[config.mk]
export PLATFORM = sky130hd
export DESIGN_NAME = ucr_regs
export DESIGN_NICKNAME = d
export VERILOG_FILES = /design/src/rtl/ucr_pkg.sv /design/src/rtl/ucr_ep_reg.sv /design/src/rtl/ucr_regs.sv
export VERILOG_INCLUDE_DIRS = /design/src /design/src/rtl
export SDC_FILE = /design/constraint.sdc
export NUM_CORES = 1
export LEC_CHECK = 0
export BUFFER_PORTS_ARGS = -buffer_cell sky130_fd_sc_hd__buf_2
export CAP_MARGIN = 20
export CORE_UTILIZATION = 40
export DETAILED_ROUTE_END_ITERATION = 16
export GPL_ROUTABILITY_DRIVEN = 0
export SYNTH_ARGS = -nofsm -noshare
export SYNTH_HDL_FRONTEND = slang
export SYNTH_SLANG_ARGS = --single-unit
[constraint.sdc]
create_clock -name mclk -period 2.88 [get_ports mclk]
set_clock_uncertainty 0.1 [all_clocks]
set_input_delay 0.144 -clock mclk [delete_from_list [all_inputs] [get_ports mclk]]
set_output_delay 0.144 -clock mclk [all_outputs]
set_load 0.01 [all_outputs]
[src/rtl/ucr_defines.svh]
// ucr_defines.svh - offsets, field positions, masks and reset values of the usb control registers
// Notes on behaviour
// sixteen endpoint control registers, numbered 0 to 15, sharing one bit layout.
// host mode, endpoint 0 bit 7: direct low-speed link, else via hub preamble.
// host mode, endpoint 0 bit 6: clear lets hardware retry NAK'd transactions.
// bit 4 excludes endpoint from SETUP only when receive and transmit both enabled.
// bit 3 enables endpoint reception when set.
// bit 2 enables endpoint transmission when set.
// bit 1 reads one once the endpoint has been stalled.
// bit 0 enables handshake packets; clear suits isochronous endpoints.
// bits 31 to 8 and all unimplemented bits ignore writes, read zero.
// registers have clear, set, invert aliases at plus 0x4, 0x8, 0xc.
// otg, main and error interrupt flag registers offer only the clear alias.
// otg line status and transfer status have no aliases at all.
// activity pending, endpoint number, j-state and se0 have undefined reset value.
// alias writes clear, set or toggle bits written one; zeros leave bits.
`ifndef UCR_DEFINES_SVH
`define UCR_DEFINES_SVH

// ---------------------------------------------------------------
// register offsets
// ---------------------------------------------------------------
`define UCR_OFF_OTG_IF 16'h5040
`define UCR_OFF_OTG_IE 16'h5050
`define UCR_OFF_OTG_STAT 16'h5060
`define UCR_OFF_OTG_CON 16'h5070
`define UCR_OFF_PWRC 16'h5080
`define UCR_OFF_USB_IF 16'h5200
`define UCR_OFF_USB_IE 16'h5210
`define UCR_OFF_ERR_IF 16'h5220
`define UCR_OFF_ERR_IE 16'h5230
`define UCR_OFF_STAT 16'h5240
`define UCR_OFF_CON 16'h5250
`define UCR_OFF_ADDR 16'h5260
`define UCR_OFF_BDTP 16'h5270
`define UCR_EP_PAGE 8'h53

// ---------------------------------------------------------------
// writable bit masks
// ---------------------------------------------------------------
`define UCR_MSK_OTG_IF 8'hfd
`define UCR_MSK_OTG_IE 8'hfd
`define UCR_MSK_OTG_CON 8'hff
`define UCR_MSK_PWRC 8'h13
`define UCR_MSK_USB_IF 8'hff
`define UCR_MSK_USB_IE 8'hff
`define UCR_MSK_ERR_IF 8'hff
`define UCR_MSK_ERR_IE 8'hff
`define UCR_MSK_CON 8'h3f
`define UCR_MSK_ADDR 8'hff
`define UCR_MSK_BDTP 8'hfe
`define UCR_MSK_EP 8'hdf
`define UCR_RST_VAL 8'h00

// ---------------------------------------------------------------
// field positions
// ---------------------------------------------------------------
`define UCR_EP_LSD 7
`define UCR_EP_NORETRY 6
`define UCR_EP_NOSETUP 4
`define UCR_EP_RX 3
`define UCR_EP_TX 2
`define UCR_EP_STALL 1
`define UCR_EP_HSHK 0
`define UCR_CON_HOST 3
`define UCR_CON_LINE_J_STATE 7
`define UCR_CON_SE0 6
`define UCR_PWR_ACTPND 7
`define UCR_PWR_BUSY 3
`define UCR_STAT_EP_LSB 4
`define UCR_STAT_DIR 3
`define UCR_STAT_PPBI 2
`define UCR_OTG_ID 7
`define UCR_OTG_LSTATE 5
`define UCR_OTG_SESVD 3
`define UCR_OTG_SESEND 2
`define UCR_OTG_VBUSVD 0

`endif

[src/rtl/ucr_pkg.sv]
// ucr_pkg.sv - types and the alias write function of the usb control registers
package ucr_pkg;

  typedef enum logic [1:0] {
    UCR_AL_NONE = 2'h0,
    UCR_AL_CLR = 2'h1,
    UCR_AL_SET = 2'h2,
    UCR_AL_INV = 2'h3
  } ucr_alias_t;

  typedef enum logic [1:0] {
    UCR_PH_IDLE = 2'b00,
    UCR_PH_WRITE = 2'b01,
    UCR_PH_READ = 2'b10
  } ucr_phase_t;

  // new value of a byte register after a write through one of its addresses
  function automatic logic [7:0] ucr_apply(input logic [7:0] cur, input logic [7:0] wd,
                                           input ucr_alias_t al, input logic [7:0] msk);
    logic [7:0] nx;
    nx = cur;
    unique case (al)
      UCR_AL_NONE: nx = wd;
      UCR_AL_CLR: nx = cur & ~wd;
      UCR_AL_SET: nx = cur | wd;
      UCR_AL_INV: nx = cur ^ wd;
    endcase
    return (nx & msk) | (cur & ~msk);
  endfunction

endpackage

[src/rtl/ucr_ep_reg.sv]
// ucr_ep_reg.sv - one endpoint control register
`timescale 1ns/10ps
`default_nettype none
`include "ucr_defines.svh"
module ucr_ep_reg
  import ucr_pkg::*;
(
  input wire logic mclk, // clock
  input wire logic resetn, // sync reset, low
  input wire logic wr_en, // write to this endpoint
  input wire logic [1:0] al_sel, // alias of the write
  input wire logic [7:0] wdata, // write byte
  input wire logic stall_evt, // engine stalled endpoint
  output logic [7:0] ctrl_q // register contents
);

  logic [7:0] wr_val;
  logic [7:0] ctrl_d;

  // alias write action
  assign wr_val = wr_en ? ucr_apply(ctrl_q, wdata, ucr_alias_t'(al_sel), `UCR_MSK_EP) : ctrl_q;
  // stall set wins
  assign ctrl_d = wr_val | ({7'h00, stall_evt} << `UCR_EP_STALL);

  always_ff @(posedge mclk) begin
    if (!resetn) begin
      ctrl_q <= `UCR_RST_VAL;
    end else begin
      ctrl_q <= ctrl_d;
    end
  end

endmodule // ucr_ep_reg
`default_nettype wire

[src/rtl/ucr_regs.sv]
// ucr_regs.sv - usb controller register set behind an ahb-lite slave
`timescale 1ns/10ps
`default_nettype none
`include "ucr_defines.svh"
module ucr_regs
  import ucr_pkg::*;
#(
  parameter int N_EP = 16,
  parameter int ADDR_W = 16
) (
  input wire logic mclk, // 100 mhz clock
  input wire logic resetn, // sync reset, low
  input wire logic hsel, // slave select
  input wire logic [ADDR_W-1:0] haddr, // byte address
  input wire logic [1:0] htrans, // transfer type
  input wire logic hwrite, // write when high
  input wire logic [2:0] hsize, // word only
  input wire logic [31:0] hwdata, // write data
  input wire logic hready, // bus ready
  output logic hreadyout, // slave ready
  output logic hresp, // always okay
  output logic [31:0] hrdata, // read data
  input wire logic [N_EP-1:0] ep_stall_evt, // engine stall pulses
  input wire logic [7:0] otg_evt, // otg event pulses
  input wire logic [7:0] usb_evt, // main event pulses
  input wire logic [7:0] err_evt, // error event pulses
  input wire logic trn_done, // token done pulse
  input wire logic [3:0] trn_endpoint, // token endpoint
  input wire logic trn_dir, // token direction
  input wire logic trn_ppbi, // ping-pong index
  input wire logic bus_busy, // engine busy level
  input wire logic activity_in, // bus activity level
  input wire logic line_j_pin, // j-state pin
  input wire logic line_se0_pin, // se0 pin
  input wire logic [4:0] otg_comp_pins, // id,lstate,sesvd,sesend,vbusvd
  output logic [N_EP-1:0] ep_rx_en, // endpoint receive enables
  output logic [N_EP-1:0] ep_tx_en, // endpoint transmit enables
  output logic [N_EP-1:0] ep_hshk_en, // handshake enables
  output logic [N_EP-1:0] ep_stalled, // stall status
  output logic [N_EP-1:0] ep_setup_ok, // setup allowed
  output logic low_speed_direct, // host direct low speed
  output logic auto_retry_en, // host hardware retry
  output logic [7:0] otg_ctrl, // otg line control
  output logic [7:0] pwr_ctrl, // power control
  output logic [7:0] usb_ctrl, // module control
  output logic [7:0] func_addr, // function address
  output logic [7:0] bdt_ptr_low, // descriptor page
  output logic [7:0] otg_int_en, // otg interrupt enables
  output logic [7:0] usb_int_en, // main interrupt enables
  output logic [7:0] err_int_en // error interrupt enables
);

  // ---------------------------------------------------------------
  // elaboration checks
  // ---------------------------------------------------------------
  if (N_EP < 1 || N_EP > 16) begin : g_bad_ep
    $error("N_EP must lie in 1..16");
  end
  if (ADDR_W < 16) begin : g_bad_aw
    $error("ADDR_W must be at least 16");
  end

  // ---------------------------------------------------------------
  // register tables
  // ---------------------------------------------------------------
  localparam int N_CFG = 8;
  localparam int N_FLG = 3;
  localparam logic [15:0] CFG_OFF [N_CFG] = '{`UCR_OFF_OTG_IE, `UCR_OFF_OTG_CON, `UCR_OFF_PWRC,
    `UCR_OFF_USB_IE, `UCR_OFF_ERR_IE, `UCR_OFF_CON, `UCR_OFF_ADDR, `UCR_OFF_BDTP};
  localparam logic [7:0] CFG_MSK [N_CFG] = '{`UCR_MSK_OTG_IE, `UCR_MSK_OTG_CON, `UCR_MSK_PWRC,
    `UCR_MSK_USB_IE, `UCR_MSK_ERR_IE, `UCR_MSK_CON, `UCR_MSK_ADDR, `UCR_MSK_BDTP};
  localparam logic [15:0] FLG_OFF [N_FLG] = '{`UCR_OFF_OTG_IF, `UCR_OFF_USB_IF, `UCR_OFF_ERR_IF};
  localparam logic [7:0] FLG_MSK [N_FLG] = '{`UCR_MSK_OTG_IF, `UCR_MSK_USB_IF, `UCR_MSK_ERR_IF};

  // ---------------------------------------------------------------
  // ahb-lite slave
  // ---------------------------------------------------------------
  ucr_phase_t phase_q;
  ucr_phase_t phase_d;
  logic [15:0] addr_q;
  logic acc;
  logic wr_now;
  logic rd_now;
  ucr_alias_t al;
  logic [11:0] page;
  logic [7:0] wbyte;
  logic [7:0] rd8;

  assign acc = hsel & htrans[1] & hready;
  assign phase_d = acc ? (hwrite ? UCR_PH_WRITE : UCR_PH_READ) : UCR_PH_IDLE;
  assign wr_now = (phase_q == UCR_PH_WRITE);
  assign rd_now = (phase_q == UCR_PH_READ);
  assign al = ucr_alias_t'(addr_q[3:2]);
  assign page = addr_q[15:4];
  assign wbyte = hwdata[7:0];

  // reads take one wait state because hrdata is registered from rd8 in the first data-phase cycle
  always_ff @(posedge mclk) begin
    if (!resetn) begin
      phase_q <= UCR_PH_IDLE;
      addr_q <= 16'h0000;
      hreadyout <= 1'b1;
      hresp <= 1'b0;
      hrdata <= 32'h0000_0000;
    end else begin
      phase_q <= phase_d;
      if (acc) begin
        addr_q <= haddr[15:0];
      end
      hreadyout <= !(acc & !hwrite);
      hresp <= 1'b0;
      if (rd_now) begin
        // upper bits zero
        hrdata <= {24'h000000, rd8};
      end
    end
  end

  // ---------------------------------------------------------------
  // plain control registers
  // ---------------------------------------------------------------
  logic [7:0] cfg_q [N_CFG];
  logic [7:0] cfg_rd [N_CFG];

  for (genvar i = 0; i < N_CFG; i++) begin : g_cfg
    logic hit;
    logic [7:0] cfg_d;
    assign hit = (page == CFG_OFF[i][15:4]);
    // alias updates
    assign cfg_d = (wr_now && hit) ? ucr_apply(cfg_q[i], wbyte, al, CFG_MSK[i]) : cfg_q[i];
    assign cfg_rd[i] = (hit && al == UCR_AL_NONE) ? cfg_q[i] : 8'h00;
    always_ff @(posedge mclk) begin
      if (!resetn) begin
        cfg_q[i] <= `UCR_RST_VAL;
      end else begin
        cfg_q[i] <= cfg_d;
      end
    end
  end

  assign otg_int_en = cfg_q[0];
  assign otg_ctrl = cfg_q[1];
  assign pwr_ctrl = cfg_q[2];
  assign usb_int_en = cfg_q[3];
  assign err_int_en = cfg_q[4];
  assign usb_ctrl = cfg_q[5];
  assign func_addr = cfg_q[6];
  assign bdt_ptr_low = cfg_q[7];

  // ---------------------------------------------------------------
  // sticky event flags
  // ---------------------------------------------------------------
  logic [7:0] flg_q [N_FLG];
  logic [7:0] flg_rd [N_FLG];
  logic [7:0] flg_evt [N_FLG];

  assign flg_evt[0] = otg_evt;
  assign flg_evt[1] = usb_evt;
  assign flg_evt[2] = err_evt;

  for (genvar i = 0; i < N_FLG; i++) begin : g_flg
    logic hit;
    logic clr_wr;
    logic [7:0] flg_d;
    assign hit = (page == FLG_OFF[i][15:4]);
    // only base and clear alias act
    assign clr_wr = wr_now && hit && (al == UCR_AL_NONE || al == UCR_AL_CLR);
    // an event in the clearing cycle is kept
    assign flg_d = ((clr_wr ? (flg_q[i] & ~wbyte) : flg_q[i]) | flg_evt[i]) & FLG_MSK[i];
    assign flg_rd[i] = (hit && al == UCR_AL_NONE) ? flg_q[i] : 8'h00;
    always_ff @(posedge mclk) begin
      if (!resetn) begin
        flg_q[i] <= `UCR_RST_VAL;
      end else begin
        flg_q[i] <= flg_d;
      end
    end
  end

  // ---------------------------------------------------------------
  // endpoint control registers
  // ---------------------------------------------------------------
  logic [7:0] ep_q [N_EP];
  logic [7:0] ep_rd [N_EP];
  logic ep_page;

  assign ep_page = (addr_q[15:8] == `UCR_EP_PAGE);

  // one register per endpoint
  for (genvar i = 0; i < N_EP; i++) begin : g_ep
    logic hit;
    assign hit = ep_page && (addr_q[7:4] == 4'(i));
    ucr_ep_reg u_ep (
      .mclk(mclk),
      .resetn(resetn),
      .wr_en(wr_now && hit),
      .al_sel(addr_q[3:2]),
      .wdata(wbyte),
      .stall_evt(ep_stall_evt[i]),
      .ctrl_q(ep_q[i])
    );
    assign ep_rd[i] = (hit && al == UCR_AL_NONE) ? ep_q[i] : 8'h00;
    // receive enable
    assign ep_rx_en[i] = ep_q[i][`UCR_EP_RX];
    // transmit enable
    assign ep_tx_en[i] = ep_q[i][`UCR_EP_TX];
    // handshake enable
    assign ep_hshk_en[i] = ep_q[i][`UCR_EP_HSHK];
    // stall status
    assign ep_stalled[i] = ep_q[i][`UCR_EP_STALL];
    // setup eligibility
    always_ff @(posedge mclk) begin
      if (!resetn) begin
        ep_setup_ok[i] <= 1'b0;
      end else begin
        ep_setup_ok[i] <= ep_q[i][`UCR_EP_RX] & ep_q[i][`UCR_EP_TX] & ~ep_q[i][`UCR_EP_NOSETUP];
      end
    end
  end

  // ---------------------------------------------------------------
  // host-mode controls from endpoint 0
  // ---------------------------------------------------------------
  logic host_mode;
  assign host_mode = usb_ctrl[`UCR_CON_HOST];

  always_ff @(posedge mclk) begin
    if (!resetn) begin
      low_speed_direct <= 1'b0;
      auto_retry_en <= 1'b0;
    end else begin
      // direct low speed
      low_speed_direct <= host_mode & ep_q[0][`UCR_EP_LSD];
      // hardware retry
      auto_retry_en <= host_mode & ~ep_q[0][`UCR_EP_NORETRY];
    end
  end

  // ---------------------------------------------------------------
  // line and transfer status
  // ---------------------------------------------------------------
  logic [1:0] j_sync_q;
  logic [1:0] se0_sync_q;
  logic act_q;
  logic [3:0] stat_ep_q;
  logic [4:0] otg_s1_q;
  logic [4:0] otg_s2_q;
  logic stat_dir_q;
  logic stat_ppbi_q;

  // no reset on these
  always_ff @(posedge mclk) begin
    j_sync_q <= {j_sync_q[0], line_j_pin};
    se0_sync_q <= {se0_sync_q[0], line_se0_pin};
    act_q <= activity_in;
    if (trn_done) begin
      stat_ep_q <= trn_endpoint;
    end
  end

  always_ff @(posedge mclk) begin
    if (!resetn) begin
      otg_s1_q <= 5'h00;
      otg_s2_q <= 5'h00;
      stat_dir_q <= 1'b0;
      stat_ppbi_q <= 1'b0;
    end else begin
      otg_s1_q <= otg_comp_pins;
      otg_s2_q <= otg_s1_q;
      if (trn_done) begin
        stat_dir_q <= trn_dir;
        stat_ppbi_q <= trn_ppbi;
      end
    end
  end

  // status words answer only at their base
  logic otg_stat_hit;
  logic stat_hit;
  logic pwr_hit;
  logic con_hit;
  logic [7:0] otg_stat_rd;
  logic [7:0] stat_rd;
  logic [7:0] live_rd;

  assign otg_stat_hit = (page == `UCR_OFF_OTG_STAT >> 4) && (al == UCR_AL_NONE);
  assign stat_hit = (page == `UCR_OFF_STAT >> 4) && (al == UCR_AL_NONE);
  assign pwr_hit = (page == `UCR_OFF_PWRC >> 4) && (al == UCR_AL_NONE);
  assign con_hit = (page == `UCR_OFF_CON >> 4) && (al == UCR_AL_NONE);
  assign otg_stat_rd = otg_stat_hit ? {otg_s2_q[4], 1'b0, otg_s2_q[3], 1'b0, otg_s2_q[2],
                                       otg_s2_q[1], 1'b0, otg_s2_q[0]} : 8'h00;
  assign stat_rd = stat_hit ? {stat_ep_q, stat_dir_q, stat_ppbi_q, 2'b00} : 8'h00;
  assign live_rd = (pwr_hit ? (({7'h00, act_q} << `UCR_PWR_ACTPND) | ({7'h00, bus_busy} << `UCR_PWR_BUSY))
                            : 8'h00)
                 | (con_hit ? (({7'h00, j_sync_q[1]} << `UCR_CON_LINE_J_STATE)
                             | ({7'h00, se0_sync_q[1]} << `UCR_CON_SE0)) : 8'h00);

  // unmapped reads zero
  always_comb begin
    rd8 = otg_stat_rd | stat_rd | live_rd;
    for (int k = 0; k < N_CFG; k++) begin
      rd8 = rd8 | cfg_rd[k];
    end
    for (int k = 0; k < N_FLG; k++) begin
      rd8 = rd8 | flg_rd[k];
    end
    for (int k = 0; k < N_EP; k++) begin
      rd8 = rd8 | ep_rd[k];
    end
  end

  // ---------------------------------------------------------------
  // assertions
  // ---------------------------------------------------------------
  logic ep0_wr;
  logic con_set_wr;
  logic usb_if_bad_wr;
  assign ep0_wr = wr_now && ep_page && addr_q[7:4] == 4'h0 && al == UCR_AL_NONE;
  assign con_set_wr = wr_now && page == (`UCR_OFF_OTG_CON >> 4) && al == UCR_AL_SET;
  assign usb_if_bad_wr = wr_now && page == (`UCR_OFF_USB_IF >> 4) && (al == UCR_AL_SET || al == UCR_AL_INV);

  property p_ep_rx;
    @(posedge mclk) disable iff (!resetn) ep0_wr |=> ep_rx_en[0] == $past(hwdata[3]);
  endproperty
  a_ep_rx: assert property (p_ep_rx) else $error("receive enable not stored");
  property p_ep_tx;
    @(posedge mclk) disable iff (!resetn) ep0_wr |=> ep_tx_en[0] == $past(hwdata[2]);
  endproperty
  a_ep_tx: assert property (p_ep_tx) else $error("transmit enable not stored");
  property p_ep_hshk;
    @(posedge mclk) disable iff (!resetn) ep0_wr |=> ep_hshk_en[0] == $past(hwdata[0]);
  endproperty
  a_ep_hshk: assert property (p_ep_hshk) else $error("handshake enable not stored");
  property p_ep_stall;
    @(posedge mclk) disable iff (!resetn) ep_stall_evt[0] |=> ep_stalled[0];
  endproperty
  a_ep_stall: assert property (p_ep_stall) else $error("stall event lost");
  property p_setup;
    @(posedge mclk) disable iff (!resetn)
      ##1 ep_setup_ok[0] == $past(ep_rx_en[0] & ep_tx_en[0] & ~ep_q[0][`UCR_EP_NOSETUP]);
  endproperty
  a_setup: assert property (p_setup) else $error("setup eligibility wrong");
  property p_lsd;
    @(posedge mclk) disable iff (!resetn) ##1 low_speed_direct == $past(host_mode & ep_q[0][7]);
  endproperty
  a_lsd: assert property (p_lsd) else $error("low speed direct wrong");
  property p_retry;
    @(posedge mclk) disable iff (!resetn) ##1 auto_retry_en == $past(host_mode & ~ep_q[0][6]);
  endproperty
  a_retry: assert property (p_retry) else $error("retry enable wrong");
  property p_upper_zero;
    @(posedge mclk) disable iff (!resetn) hreadyout |-> hrdata[31:8] == 24'h000000;
  endproperty
  a_upper_zero: assert property (p_upper_zero) else $error("upper read bits set");
  property p_set_alias;
    @(posedge mclk) disable iff (!resetn) con_set_wr |=> otg_ctrl == ($past(otg_ctrl) | $past(hwdata[7:0]));
  endproperty
  a_set_alias: assert property (p_set_alias) else $error("set alias failed");
  property p_flag_no_set;
    @(posedge mclk) disable iff (!resetn) usb_if_bad_wr && usb_evt == 8'h00 |=> $stable(flg_q[1]);
  endproperty
  a_flag_no_set: assert property (p_flag_no_set) else $error("flag set alias acted");
  property p_read_wait;
    @(posedge mclk) disable iff (!resetn) acc && !hwrite |=> !hreadyout ##1 hreadyout;
  endproperty
  a_read_wait: assert property (p_read_wait) else $error("read wait state wrong"); // one read wait state

  property p_cov_stall_clear;
    @(posedge mclk) disable iff (!resetn) ep_stalled[0] ##1 !ep_stalled[0];
  endproperty
  c_stall_clear: cover property (p_cov_stall_clear);
  property p_cov_host_lsd;
    @(posedge mclk) disable iff (!resetn) low_speed_direct && !auto_retry_en;
  endproperty
  c_host_lsd: cover property (p_cov_host_lsd);
  property p_cov_setup;
    @(posedge mclk) disable iff (!resetn) ep_setup_ok[0] ##1 !ep_setup_ok[0];
  endproperty
  c_setup: cover property (p_cov_setup);

endmodule // ucr_regs
`default_nettype wire

==> impl_metrics.yaml <==
worst_hold_path:
  min-delay-path-class: "input port to register"
  min_path_cells: 4
routing:
  postRouteAntennaNets: 0
  detailroute.via_count: 19300
  routed_wire_length_per_instance_microns: 23.38
  drt_iter0_drc: 1902
  detailedRoute.firstPassIterationCount: 8
  vias_per_cell: 5.878
  routed_wl_mm: 76.75
  route.detailed.drc: 0
yosys:
  synthesis.instances: 2372
  syn_area_per_cell_sq_um: 8.819
  post_synth_top_area_cell: "dfxtp_1"
  post_synth_edffs: 4
  synth_sequential_area_ratio: 0.2450
  post-synth-top-area-fraction: 0.2392
  ys_ff_latch: 254
  ys_dominant_reg_cell: "dfxtp_1"
  synth.lib_cells_used.distinct: 79
  synthesis.area_sq_um: 20920
  synth_warn: 0
  synth.top_cells.by_area: "dfxtp_1 24%, ha_1 20%, mux2_2 9.4%, a211oi_1 9.4%, a21oi_1 4.5%"
  synth_async_sr_flop_share: 0
sta:
  fin_setup_tns_ps: 0
  timing.max_slew.rel_slack: 0.2404
  finalHoldViolCount: 1
  finalMaxSlewViolations: 0
  final_min_period_over_clock_period: 0.9807
  min_period_ps: 2825
  max_freq_ghz: 0.3540
  grt_setup_unrepaired: "no"
  tightest_slew_ps: 1124
  setup_violations: 0
  timing.hold.ws_ps: -15.56
cells_and_area:
  areaGrowthSynthToFinish_pct: 16.63
  stdcell_count: 3283
  share_of_final_layout_standard_cells_stronger_than_drive_strength_1: 0.2286
  antenna-diode-count: 0
  final_core_utilization: 0.4737
  finish.net_count: 3026
worst_setup_path:
  startpoint_class_of_the_critical_path: "register"
  ff2ff_setup_slack_ps: 60
  worst-endpoint-arrival_ps: 3180
  startpoint_of_the_lowest_slack_register_to_register_path: "addr_q[14]$_SDFFE_PN0P_"
  worstSetupEndpoint: "flg_q[1][5]$_SDFF_PN0_"
  critical_path_class: "register to register"
  crit-reg2reg-capture: "flg_q[1][5]$_SDFF_PN0_"
  worst_setup_path_end_kind: "register"
  worstPathRequired_ps: 3240
  critical_path_peak_fanout: 10
  r2r.worst_path.cells: 8
  crit_path_start: "addr_q[14]$_SDFFE_PN0P_"
place:
  detailed_place_hpwl_mm: 53.29
  placed_cells_incl_taps: 3125
  portBuffers: 228
die:
  fp.dieW_microns: 230.7
  die_height_microns: 230.7
  starting_density: 0.4061
  core.rowCount: 83
  core-area_sq_um: 51510
  design.die.area_sq_um: 53220
  floorplan.io_pins: 294
run_status:
  status: "finished with violations"
  failing_checks: "negative hold slack"
cts:
  htreeDepth: 2
  cts_tree: "yes"
  clkSlewWorstSetupHoldPaths_ps: 60
  skew_pair_late_insertion_delay_ps: 570
  buffer_levels_on_the_longest_clock_path: 3
  numCtsBuffers: 34
  numClockSinks: 254
  root_buffer: "clkbuf_16"
global_route:
  antenna_found_initial: 0
  track_usage: 0.2806
  grt_first_pass_wirelength_mm: 114.6
  grt_max_degree: 171
  first_global_vias: 18880
  gr-total-overflow: 0
pwr:
  vdd_drop_max_mv: 0.4087
  power.density_nw_per_um2: 385.8
  total_leakage_power_nw: 11.03
job:
  maxCapViolations: 0
registers in the layout (all words and copies together) (netlist names), 4 cells and up:
| register | cells |
|---|---|
| otg_s2_q | 5 |
| hrdata | 8 |
| stat_ep_q | 4 |
| otg_s1_q | 5 |
| addr_q | 14 |
| flg_q | 23 |
| cfg_q | 55 |
| g_ep.u_ep.ctrl_q | 112 |
| ep_setup_ok | 16 |
synth_stat cells, drive strengths merged, types with 5 or more instances:
| library cell | instances |
|---|---|
| a221oi | 5 |
| a22oi | 15 |
| inv | 179 |
| clkbuf | 96 |
| ha | 334 |
| mux2 | 175 |
| mux2i | 21 |
| and3 | 6 |
| nand3 | 18 |
| a211oi | 264 |
| nor4 | 26 |
| a21boi | 33 |
| nor3 | 23 |
| a22o | 13 |
| a21oi | 188 |
| o22ai | 6 |
| nand2b | 5 |
| a31oi | 10 |
| o211a | 74 |
| o21a | 35 |
| o21ai | 25 |
| buf | 182 |
| dfxtp | 250 |
| nor2 | 130 |
| nand4 | 7 |
| nor4b | 6 |
| and2 | 24 |
| nor2b | 11 |
| a32oi | 7 |
| nand2 | 147 |
how the worst min path moves through the flow:
stage / from / slack [ps] / endpoint
finish: resetn / -20 / stat_dir_q$_SDFFE_PN0P_
global route: resetn / 110 / stat_ppbi_q$_SDFFE_PN0P_
CTS: resetn / 30 / stat_dir_q$_SDFFE_PN0P_
detailed placement: line_j_pin / 150 / j_sync_q[0]$_DFF_P_
global placement: line_j_pin / 150 / j_sync_q[0]$_DFF_P_
floorplan: activity_in / 70 / act_q$_DFF_P_
layer usage:
layer / GRT usage / wire (microns)
met4: 0.1341 / 3659
met5: 0 / 0
met2: 0.4577 / 35270
met3: 0.05929 / 6103
met1: 0.3508 / 31720
kinds of logic (layout without fill, tap and decap cells):
logic type,Yosys count,in the layout,synth area share
adder cells (fa/ha/maj),334,334,0.1998
AO/OA/AOI/OAI,704,704,0.2394
buffers and inverters,457,655,0.1072
other,1,34,0.0001793
flip-flops,254,254,0.2450
multiplexers,197,197,0.1053
AND/OR/NAND/NOR,425,425,0.1032
repair_timing:
item	4_1_cts	5_1_grt
hold buffers	93	0
hold endpoints to repair	74	0
buffers inserted	0	2
endpoints found under the setup margin	0	15
resized for setup	0	3
layout by cell type (no fill, tap or decap), drive strengths merged, types with 23 or more instances in the layout:
cell type	n
dfxtp	250
nand2	147
clkbuf	45
nor3	23
nor2	130
a211oi	264
inv	178
mux2	175
a21boi	33
conb	34
a21oi	188
buf	322
and2	24
o21a	35
o211a	74
dlygate4sd3	93
ha	334
nor4	26
o21ai	25
metrics by stage:
| step | cell area, sq um | setup WS [ps] | hold slack (ps) | total power, mW |
|---|---|---|---|---|
| floorplan | 21040 | 633.7 | 71.72 | 4.548 |
| global placement | 22290 | 322.7 | 148.1 | 4.897 |
| detailed placement | 22300 | 282.7 | 148.1 | 4.951 |
| CTS | 24330 | 20.48 | 32.38 | 9.439 |
| global route | 24400 | 7.917 | 106.3 | 9.724 |
| finish | 24400 | 55.46 | -15.56 | 9.413 |
where the power goes:
part,switching (mW),internal (mW)
clock,1.83,2.56
combinational,0.803,0.552
sequential,0.0822,3.59
area by class of cell:
cell class                      count  area [sq um]
Clock inverter                     16         176.4
Multi-Input combinational cell   1694         13700
Inverter                          179         673.1
Timing Repair Buffer              415          2928
Clock buffer                       45         932.1
Fill cell                        4968         27110
Sequential cell                   254          5136
Tap cell                          680         850.8
critical path, stage by stage, from the launching register on:
cell	delay (ps)
dfxtp_1	310
nor2b_1	480
and2_2	420
nand3_1	110
nor2_1	220
buf_4	240
a21boi_0	120
o21a_1	180
dlygate4sd3_1	550
Note: power is estimated with default switching activity, not from simulation.
